[src/common/dets_pkg.sv]
// Constants for the dual-input edge timestamper.
// Assumes one 20 MHz clock and an active-low asynchronous reset.
// Operation
// - Configured edge captures time, state, sequence
// - Image holds five or fifteen entries
// - Entry: state, sequence, sixteen-bit stamp
// - Entry n starts at byte four times n
// - State bits 0,1 inputs; rest zero
// - Sequence starts at one, wraps 0..127
// - Free-running 32-bit microsecond counter from zero
// - Counter rolls over to zero
// - Stamp keeps low sixteen counter bits
// - No output image bytes used
// - Channel lamp follows its input level
// - Fault lamp steady on error, blinks config
// - Run lamp off without bus communication
// - Channel lamps work without electronics supply
package dets_pkg;
  localparam int unsigned CLK_PERIOD_NS = 50;
  localparam int unsigned US_PERIOD_NS  = 1000;
  localparam int unsigned CYC_PER_US    = US_PERIOD_NS / CLK_PERIOD_NS;
  localparam int unsigned TIMER_W       = 32;
  localparam int unsigned ENTRY_BYTES   = 4;
  localparam int unsigned ENTRIES_SMALL = 5;
  localparam int unsigned ENTRIES_LARGE = 15;
  localparam int unsigned IMG_AW        = 6;
  localparam int unsigned IDX_W         = 4;
  localparam logic [1:0]  OFF_STATE     = 2'h0;
  localparam logic [1:0]  OFF_SEQ       = 2'h1;
  localparam logic [1:0]  OFF_STAMP_LO  = 2'h2;
  localparam logic [1:0]  OFF_STAMP_HI  = 2'h3;
  localparam logic [6:0]  SEQ_RESET     = 7'h01;
  localparam logic [31:0] TIMER_RESET   = 32'h0000_0000;
  localparam logic [31:0] TIMER_MAX     = 32'hFFFF_FFFF;
  localparam int unsigned BLINK_HZ      = 2;
  localparam int unsigned BLINK_HALF_US = 1000000 / (2 * BLINK_HZ);
endpackage

[src/common/dets_time_if.sv]
// Microsecond time base carried from the timer to its users.
// Assumes all parties run on the same sys_clk.
`timescale 1ns/100ps
interface dets_time_if;
  logic        us_tick;
  logic [31:0] us_count;
  modport src (output us_tick, output us_count);
  modport snk (input us_tick, input us_count);
endinterface // dets_time_if

[src/logic/dets_timestamper.sv]
// Top of the two-input edge timestamper: capture, image and lamps.
// Assumes inputs arrive asynchronously; configuration and status
// inputs come from logic on sys_clk.
`timescale 1ns/100ps
module dets_timestamper #(
  parameter int unsigned BLINK_HALF_US = dets_pkg::BLINK_HALF_US
) (
  input  wire logic        sys_clk,
  input  wire logic        rst_b,
  input  wire logic        first_input,
  input  wire logic        second_input,
  input  wire logic        cfg_large_image,
  input  wire logic [1:0]  cfg_rise_en,
  input  wire logic [1:0]  cfg_fall_en,
  input  wire logic        bus_comm_ok,
  input  wire logic        bus_supply_ok,
  input  wire logic        module_error,
  input  wire logic        config_error,
  input  wire logic [5:0]  img_rd_addr,
  output logic      [7:0]  img_rd_data,
  output logic             run_led,
  output logic             module_fault_indicator,
  output logic      [1:0]  channel_indicator
);
  localparam int unsigned NE = dets_pkg::ENTRIES_LARGE;
  localparam logic [3:0] LAST_SMALL = 4'(dets_pkg::ENTRIES_SMALL - 1);
  localparam logic [3:0] LAST_LARGE = 4'(dets_pkg::ENTRIES_LARGE - 1);

  // Entry counts must fit the four-bit index and nest small within large
  if ((dets_pkg::ENTRIES_LARGE > 16) || (dets_pkg::ENTRIES_SMALL > NE)) begin : g_chk
    $error("entry counts do not fit the four-bit index");
  end

  dets_time_if tm ();

  logic [1:0]  in_meta_ff;
  logic [1:0]  in_sync_ff;
  logic [1:0]  in_prev_ff;
  logic [2:0]  settle_ff;
  logic [6:0]  seq_ff;
  logic [3:0]  wr_idx_ff;
  logic [31:0] image_mem [NE];
  logic [1:0]  rise_hit;
  logic [1:0]  fall_hit;
  logic        capture;
  logic [3:0]  last_idx;
  logic [3:0]  rd_entry;

  // Microsecond time base
  dets_us_timer u_timer (
    .sys_clk (sys_clk),
    .rst_b   (rst_b),
    .tm      (tm.src)
  );

  // Run and fault lamps
  dets_led_drive #(
    .BLINK_HALF_US (BLINK_HALF_US)
  ) u_led (
    .sys_clk                (sys_clk),
    .rst_b                  (rst_b),
    .tm                     (tm.snk),
    .bus_comm_ok            (bus_comm_ok),
    .bus_supply_ok          (bus_supply_ok),
    .module_error           (module_error),
    .config_error           (config_error),
    .run_led                (run_led),
    .module_fault_indicator (module_fault_indicator)
  );

  // Pick the byte of an entry word at a lane, little-endian stamp
  function automatic logic [7:0] entry_byte(input logic [31:0] w,
                                            input logic [1:0]  lane);
    logic [7:0] b;
    b = 8'h00;
    unique case (lane)
      dets_pkg::OFF_STATE:    b = w[7:0];
      dets_pkg::OFF_SEQ:      b = w[15:8];
      dets_pkg::OFF_STAMP_LO: b = w[23:16];
      dets_pkg::OFF_STAMP_HI: b = w[31:24];
    endcase
    return b;
  endfunction

  // Two-stage synchroniser on the input pins
  always_ff @(posedge sys_clk or negedge rst_b) begin
    if (!rst_b) begin
      in_meta_ff <= 2'h0;
      in_sync_ff <= 2'h0;
    end else begin
      in_meta_ff <= {second_input, first_input};
      in_sync_ff <= in_meta_ff;
    end
  end

  // Previous level and settle time so reset does not fake an edge
  always_ff @(posedge sys_clk or negedge rst_b) begin
    if (!rst_b) begin
      in_prev_ff <= 2'h0;
      settle_ff  <= 3'h0;
    end else begin
      in_prev_ff <= in_sync_ff;
      settle_ff  <= {settle_ff[1:0], 1'b1};
    end
  end

  // Edge detection against the configured edge selection
  assign rise_hit = in_sync_ff & ~in_prev_ff & cfg_rise_en;
  assign fall_hit = ~in_sync_ff & in_prev_ff & cfg_fall_en;
  assign capture  = settle_ff[2] && (|(rise_hit | fall_hit));
  assign last_idx = cfg_large_image ? LAST_LARGE : LAST_SMALL;

  // Sequence number in capture order, starting at one
  always_ff @(posedge sys_clk or negedge rst_b) begin
    if (!rst_b) begin
      seq_ff <= dets_pkg::SEQ_RESET;
    end else if (capture) begin
      seq_ff <= seq_ff + 7'h01;
    end
  end

  // Ring write position; a shrunk image also wraps at once
  always_ff @(posedge sys_clk or negedge rst_b) begin
    if (!rst_b) begin
      wr_idx_ff <= 4'h0;
    end else if (capture) begin
      wr_idx_ff <= (wr_idx_ff >= last_idx) ? 4'h0 : wr_idx_ff + 4'h1;
    end
  end

  // Entry store: state byte, sequence byte, low stamp word
  always_ff @(posedge sys_clk or negedge rst_b) begin
    if (!rst_b) begin
      for (int i = 0; i < NE; i++) begin
        image_mem[i] <= 32'h0000_0000;
      end
    end else if (capture) begin
      image_mem[wr_idx_ff] <= {tm.us_count[15:0],
                               1'b0, seq_ff,
                               6'h00, in_sync_ff};
    end
  end

  // Byte read of the input image; entry n at byte 4n
  assign rd_entry = img_rd_addr[5:2];
  always_ff @(posedge sys_clk or negedge rst_b) begin
    if (!rst_b) begin
      img_rd_data <= 8'h00;
    end else if (rd_entry <= last_idx) begin
      img_rd_data <= entry_byte(image_mem[rd_entry], img_rd_addr[1:0]);
    end else begin
      img_rd_data <= 8'h00;
    end
  end

  // Channel lamps follow inputs regardless of module state.
  // No output image exists, so there is no write path at all.
  always_ff @(posedge sys_clk or negedge rst_b) begin
    if (!rst_b) begin
      channel_indicator <= 2'h0;
    end else begin
      channel_indicator <= in_sync_ff;
    end
  end
endmodule // dets_timestamper

[src/logic/dets_us_timer.sv]
// Microsecond prescaler and 32-bit free-running counter.
// Assumes sys_clk at the rate named in the package.
`timescale 1ns/100ps
module dets_us_timer (
  input  wire logic sys_clk,
  input  wire logic rst_b,
  dets_time_if.src  tm
);
  localparam int unsigned PW = $clog2(dets_pkg::CYC_PER_US);
  localparam logic [PW-1:0] PRE_LAST = PW'(dets_pkg::CYC_PER_US - 1);
  logic [PW-1:0] pre_ff;

  // Prescaler gives one tick per microsecond
  always_ff @(posedge sys_clk or negedge rst_b) begin
    if (!rst_b) begin
      pre_ff     <= '0;
      tm.us_tick <= 1'b0;
    end else begin
      tm.us_tick <= (pre_ff == PRE_LAST);
      pre_ff     <= (pre_ff == PRE_LAST) ? '0 : pre_ff + 1'b1;
    end
  end

  // Counter starts from zero and wraps naturally
  always_ff @(posedge sys_clk or negedge rst_b) begin
    if (!rst_b) begin
      tm.us_count <= dets_pkg::TIMER_RESET;
    end else if (tm.us_tick) begin
      tm.us_count <= tm.us_count + 32'h0000_0001;
    end
  end
endmodule // dets_us_timer

[src/logic/dets_led_drive.sv]
// Run and fault lamp drive with 2 Hz blink.
// Assumes status inputs are on sys_clk.
`timescale 1ns/100ps
module dets_led_drive #(
  parameter int unsigned BLINK_HALF_US = dets_pkg::BLINK_HALF_US
) (
  input  wire logic sys_clk,
  input  wire logic rst_b,
  dets_time_if.snk  tm,
  input  wire logic bus_comm_ok,
  input  wire logic bus_supply_ok,
  input  wire logic module_error,
  input  wire logic config_error,
  output logic      run_led,
  output logic      module_fault_indicator
);
  localparam int unsigned BW = $clog2(BLINK_HALF_US + 1);
  localparam logic [BW-1:0] B_LAST = BW'(BLINK_HALF_US - 1);
  logic [BW-1:0] blink_cnt_ff;
  logic          phase_ff;

  if (BLINK_HALF_US < 1) begin : g_chk
    $error("BLINK_HALF_US must be at least one");
  end

  // Half-period timer in microsecond ticks
  always_ff @(posedge sys_clk or negedge rst_b) begin
    if (!rst_b) begin
      blink_cnt_ff <= '0;
      phase_ff     <= 1'b0;
    end else if (tm.us_tick) begin
      blink_cnt_ff <= (blink_cnt_ff == B_LAST) ? '0 : blink_cnt_ff + 1'b1;
      if (blink_cnt_ff == B_LAST) begin
        phase_ff <= ~phase_ff;
      end
    end
  end

  // Lamp priority: supply loss, config blink, error steady
  always_ff @(posedge sys_clk or negedge rst_b) begin
    if (!rst_b) begin
      run_led                <= 1'b0;
      module_fault_indicator <= 1'b0;
    end else begin
      run_led <= bus_supply_ok && bus_comm_ok;
      if (!bus_supply_ok) begin
        module_fault_indicator <= 1'b0;
      end else if (config_error) begin
        module_fault_indicator <= phase_ff;
      end else begin
        module_fault_indicator <= module_error;
      end
    end
  end
endmodule // dets_led_drive

[config.mk]
export PLATFORM = sky130hd
export DESIGN_NAME = dets_timestamper
export DESIGN_NICKNAME = d
export VERILOG_FILES = /design/src/common/dets_pkg.sv /design/src/common/dets_time_if.sv /design/src/logic/dets_timestamper.sv /design/src/logic/dets_us_timer.sv /design/src/logic/dets_led_drive.sv
export SDC_FILE = /design/constraint.sdc
export NUM_CORES = 1
export LEC_CHECK = 0
export BUFFER_PORTS_ARGS = -buffer_cell sky130_fd_sc_hd__buf_2
export CAP_MARGIN = 20
export CORE_UTILIZATION = 40
export CTS_BUF_LIST = sky130_fd_sc_hd__clkbuf_4
export CTS_CLUSTER_SIZE = 8
export DETAILED_ROUTE_END_ITERATION = 8
export PLACE_DENSITY = 0.6
export SLEW_MARGIN = 20
export SYNTH_ARGS = -nofsm -noshare
export SYNTH_HDL_FRONTEND = slang
export SYNTH_SLANG_ARGS = --single-unit
export TNS_END_PERCENT = 50
[constraint.sdc]
create_clock -name sys_clk -period 1.8 [get_ports sys_clk]
set_input_delay 0.36 -clock sys_clk [delete_from_list [all_inputs] [get_ports sys_clk]]
set_output_delay 0.36 -clock sys_clk [all_outputs]
set_load 0.02 [all_outputs]
==> flow_results.org <==
** Setup path
- Peak fanout along the critical path :: 12
- Crit. End Element :: flip-flop
- Worst EP arrival :: 2.65 ns
- The critical path starts at in_sync_ff[0].
- Category of the most critical setup path :: reg -> reg
- Logic depth of the worst register-to-register path :: 7
- For the worst setup path, the data required time is approximately 2.5 ns.
- Launching point of the worst reg2reg path :: in_sync_ff[0]
- Category of the worst setup path launch point :: flip-flop

** Placed design
- Detailed placement finished with a half-perimeter wire length of 36,400 µm.
- Gp weighted congestion :: 0.810
- Counting tap cells, the placed design contains a total of 2,199 instances.
- The placed instances occupy a cell area of 0.0228 mm².
- Number of buffer cells added on primary ports :: 30

** Route
- Final routed wirelength across all metal layers :: 56,100 µm
- Antenna Violating Nets Remaining :: 0
- Dividing the detail-routed via count by the number of cells gives ~5.4.
- After detailed routing, the number of remaining DRC violations is 0.
- For this block, the via count after detailed routing is between 10k and 15k.
- For this run, the detailed router's first-pass iteration total came to 4.
- Iteration-0 DRC count of the detailed router :: between 700 and 800
- Wire per inst :: 23.1 µm

** Logic synthesis
- Number of different library cells in the post-synthesis netlist :: 60
- Synthesized netlist cell count :: between 1k and 1.5k
- Post-synthesis async set-or-reset flop share :: 100%
- Averaged over all synthesized cells, the footprint is 14.2 µm².
- Among all flip-flop cells after synthesis, the most frequent one is sky130_fd_sc_hd__dfrtp_1.
- Mapped cell area :: 0.0204 mm²
- The Yosys step of the flow raised 0 warnings.
- In this run, synthesis produced a sequential element count of 446.
- Portion of the post-synthesis area used by sequential elements :: between 50% and 60%
- Number of flops mapped to enable cells by yosys :: 0
- Counting every net in the synthesized netlist gives approximately 1.5k.

** Clock network
- CTS built an H-tree with a depth of 3.
- Worst-path clk slew :: 0.06 ns
- Clock sink total :: approximately 450
- The longest clock path from root to sink contains 3 buffers.
- Root cell of the clock tree :: sky130_fd_sc_hd__clkbuf_4
- The number of clock buffers added by TritonCTS is 121.
- Worst skew pair latency :: between 0.9 and 1 ns
- TritonCTS built the clock tree.

** Global routing
- Met1 GRT Util :: 29.1%
- Layer carrying the most global-route usage :: met2
- Entering global routing, the biggest net connects 67 pins.
- Wire length of the first global-routing pass :: 85,800 µm
- The total overflow left after global routing is 0.
- The via count of the first global-routing pass is 14.4k.
- Global routing consumed, on the met2 layer, 34.2% of the routing resources.
- Global routing used 5.38% of the available met3 tracks.
- The number of antenna violations at the first check in global routing is 2.
- Global routing used 21.9% of the available tracks.

** Final layout
- The finished layout holds 2,431 standard cells, fillers aside.
- Multi-input gate area :: slightly below 0.009 mm²
- For this run, the post-layout net count is 1,708.
- Across the whole layout, storage elements account for roughly 0.011 mm².
- Once layout is done, the placed cells without fillers occupy 0.0251 mm².
- Area delta synth->final :: 22.7%
- Fill cell total of the finished layout :: around 4.4k
- In the layout the commonest cells are sky130_fd_sc_hd__dfrtp_1 (442), sky130_fd_sc_hd__mux2_2 (382), sky130_fd_sc_hd__clkbuf_4 (179).
- Leading cell type in the layout, fill and taps excluded :: sky130_fd_sc_hd__dfrtp_1
- Fraction of final layout cells with drive strength greater than 1 :: 51.4%

** Worst hold path
- Along the worst hold path, the cell count comes to 2.
- Startpoint of the lowest-slack hold path :: second_input
- The tightest min-delay check is of the in -> reg type.

** Floorplan
- Die Ht :: 228 µm
- The floorplan step defined a die boundary enclosing about 0.052 mm².
- Core box area :: 0.0503 mm²
- In this run the horizontal extent of the chip is around 230 µm.
- The initial utilization of the core area, before any placement, comes to 40.6%.
- I/O pin total :: 31
- Total number of placement rows :: 82

** Power and ir drop
- Leakage component of the power :: around 12 nW
- Across the VDD grid, the largest voltage drop is 0.595 mV.
- Power spread over the standard cell area amounts to roughly 1000 mW/mm².

** Timing
- The final hold violation count is 0.
- The max-slew violation count was 0.
- At the pin with the least slew margin, the transition time is roughly 0.54 ns.
- Largest clock skew in the final design :: 0.0924 ns
- Crit path time final :: 1.94 ns
- Measured against its own limit, the worst slew margin works out to a little under two thirds.
- Maximum clock frequency :: approximately 0.5 GHz
- Setup violations remaining at the end of the flow were counted as about 340.
- Setup repair after global routing could not meet its margin everywhere.
- Crit share post-route :: 108%
- In the post-route analysis, the smallest setup slack over all paths is -0.141 ns.

** Job
- Max-cap violations in this run came to 0.

** Outcome
- Result of the run :: finished, violations left
- Violated checks :: negative setup slack
where the power goes:
part           leakage [nW]  internal (mW)  switching [mW]
Sequential             6.09           11.2           0.626
Clock                 0.888           4.75            4.18
Combinational          5.33           2.25            2.18
stage by stage:
stage          hold WS, ns  worst slack [ns]  setup TNS [ns]  utilization, %  power, mW
2_1_floorplan       0.0644           -0.0389           -9.89               -       14.3
3_3_place_gp         0.300            -0.306          -13.17            45.4       15.8
4_1_cts             0.0265            -0.174          -24.19            49.5       25.4
3_5_place_dp         0.305            -0.323          -16.24            45.4       16.0
5_1_grt             0.0716            -0.213          -42.29            49.9       26.4
6_report             0.150            -0.141          -19.02            49.9       25.1
synth_stat cells (5+ instances only):
cell / count / area [µm²]
sky130_fd_sc_hd__buf_4: 6 / 45.0
sky130_fd_sc_hd__mux4_2: 54 / 1220
sky130_fd_sc_hd__a21oi_1: 12 / 60.1
sky130_fd_sc_hd__ha_1: 12 / 150
sky130_fd_sc_hd__a221oi_1: 11 / 96.3
sky130_fd_sc_hd__clkbuf_1: 52 / 195
sky130_fd_sc_hd__or4_1: 5 / 37.5
sky130_fd_sc_hd__o2bb2ai_1: 6 / 52.6
sky130_fd_sc_hd__and2_1: 5 / 31.3
sky130_fd_sc_hd__nand2b_1: 6 / 37.5
sky130_fd_sc_hd__nor3_1: 10 / 50.1
sky130_fd_sc_hd__a22oi_1: 15 / 113
sky130_fd_sc_hd__dfrtp_1: 445 / 11100
sky130_fd_sc_hd__o21ai_0: 21 / 105
sky130_fd_sc_hd__a22o_1: 7 / 61.3
sky130_fd_sc_hd__mux2i_1: 57 / 571
sky130_fd_sc_hd__nor2b_1: 10 / 62.6
sky130_fd_sc_hd__xnor2_1: 25 / 219
sky130_fd_sc_hd__mux2_2: 397 / 4470
sky130_fd_sc_hd__xor2_1: 12 / 105
sky130_fd_sc_hd__buf_2: 43 / 215
sky130_fd_sc_hd__inv_1: 12 / 45.0
sky130_fd_sc_hd__a221o_1: 6 / 60.1
sky130_fd_sc_hd__and3_1: 10 / 62.6
sky130_fd_sc_hd__nor2_1: 25 / 93.8
sky130_fd_sc_hd__nand3_2: 12 / 120
sky130_fd_sc_hd__nand2_1: 41 / 154
sky130_fd_sc_hd__buf_6: 11 / 124
sky130_fd_sc_hd__a41oi_1: 6 / 52.6
sky130_fd_sc_hd__nand3_1: 36 / 180
sky130_fd_sc_hd__nand4_1: 14 / 87.6
path summary, 6_finish.rpt:
kind	slack, ns	end
max reg2reg	-0.14	image_mem[221]
max	-0.14	image_mem[221]
min	0.15	in_meta_ff[1]
min reg2reg	0.30	in_sync_ff[0]
min in group asynchronous	0.19	image_mem[182]
max in group asynchronous	1.15	image_mem[345]
layer usage:
metal / part of all wire, % / vias up
met2: 47 / 327
met1: 45 / 6956
met5: 0 / -
met3: 5.6 / 97
met4: 3.0 / 0
li1: - / 5862
registers in the layout, summed over array words and instances, names as in the netlist:
signal,count
channel_indicator,2
image_mem,375
img_rd_data,8
in_meta_ff,2
in_sync_ff,2
seq_ff,7
settle_ff,3
u_led.blink_cnt_ff,18
u_led.module_fault_indicator,1
u_led.phase_ff,1
u_led.run_led,1
u_timer.pre_ff,5
u_timer.tm.us_count,16
u_timer.tm.us_tick,1
wr_idx_ff,4
worst max-delay path, cell delays in order (launching register included):
cell and delay, ns:
sky130_fd_sc_hd__dfrtp_1 0.41, sky130_fd_sc_hd__nand3b_1 0.10, sky130_fd_sc_hd__o21ai_1 0.06, sky130_fd_sc_hd__o21a_2 0.26, sky130_fd_sc_hd__clkbuf_16 0.19, sky130_fd_sc_hd__nand3_4 0.17, sky130_fd_sc_hd__buf_12 0.19, sky130_fd_sc_hd__mux2_2 0.35
cells by family (layout without fill, tap and decap cells):
kind of cell	count (synthesis)	count (layout)	synth area share (%)
AOI/OAI and AO/OA	114	114	4.19
buffers and inverters	133	454	3.24
adders and majority gates	12	12	0.735
and+or+nand+nor	185	185	4.98
muxes	508	508	30.6
DFF	446	446	54.6
xor gates and xnor gates	37	37	1.59
other	1	3	0.0184
repair_timing:
action / CTS / global route
gates cloned: 7 / 4
hold buffers: 10 / 0
endpoints found under the setup margin: 355 / 398
hold endpoints to repair: 452 / 0
pin swaps: 2 / 4
resized for setup: 65 / 31
buffers inserted: 6 / 3
cell type report:
cell class,instances,area share [%]
flip-flops and latches,446,44.5
inverters,15,0.225
diodes,2,0.0200
well taps,672,3.35
repair buffers,236,10.7
clock inverters,24,0.609
clock buffers,179,5.36
multi-input cells,857,35.2
Note: power is estimated with default switching activity, not from simulation.
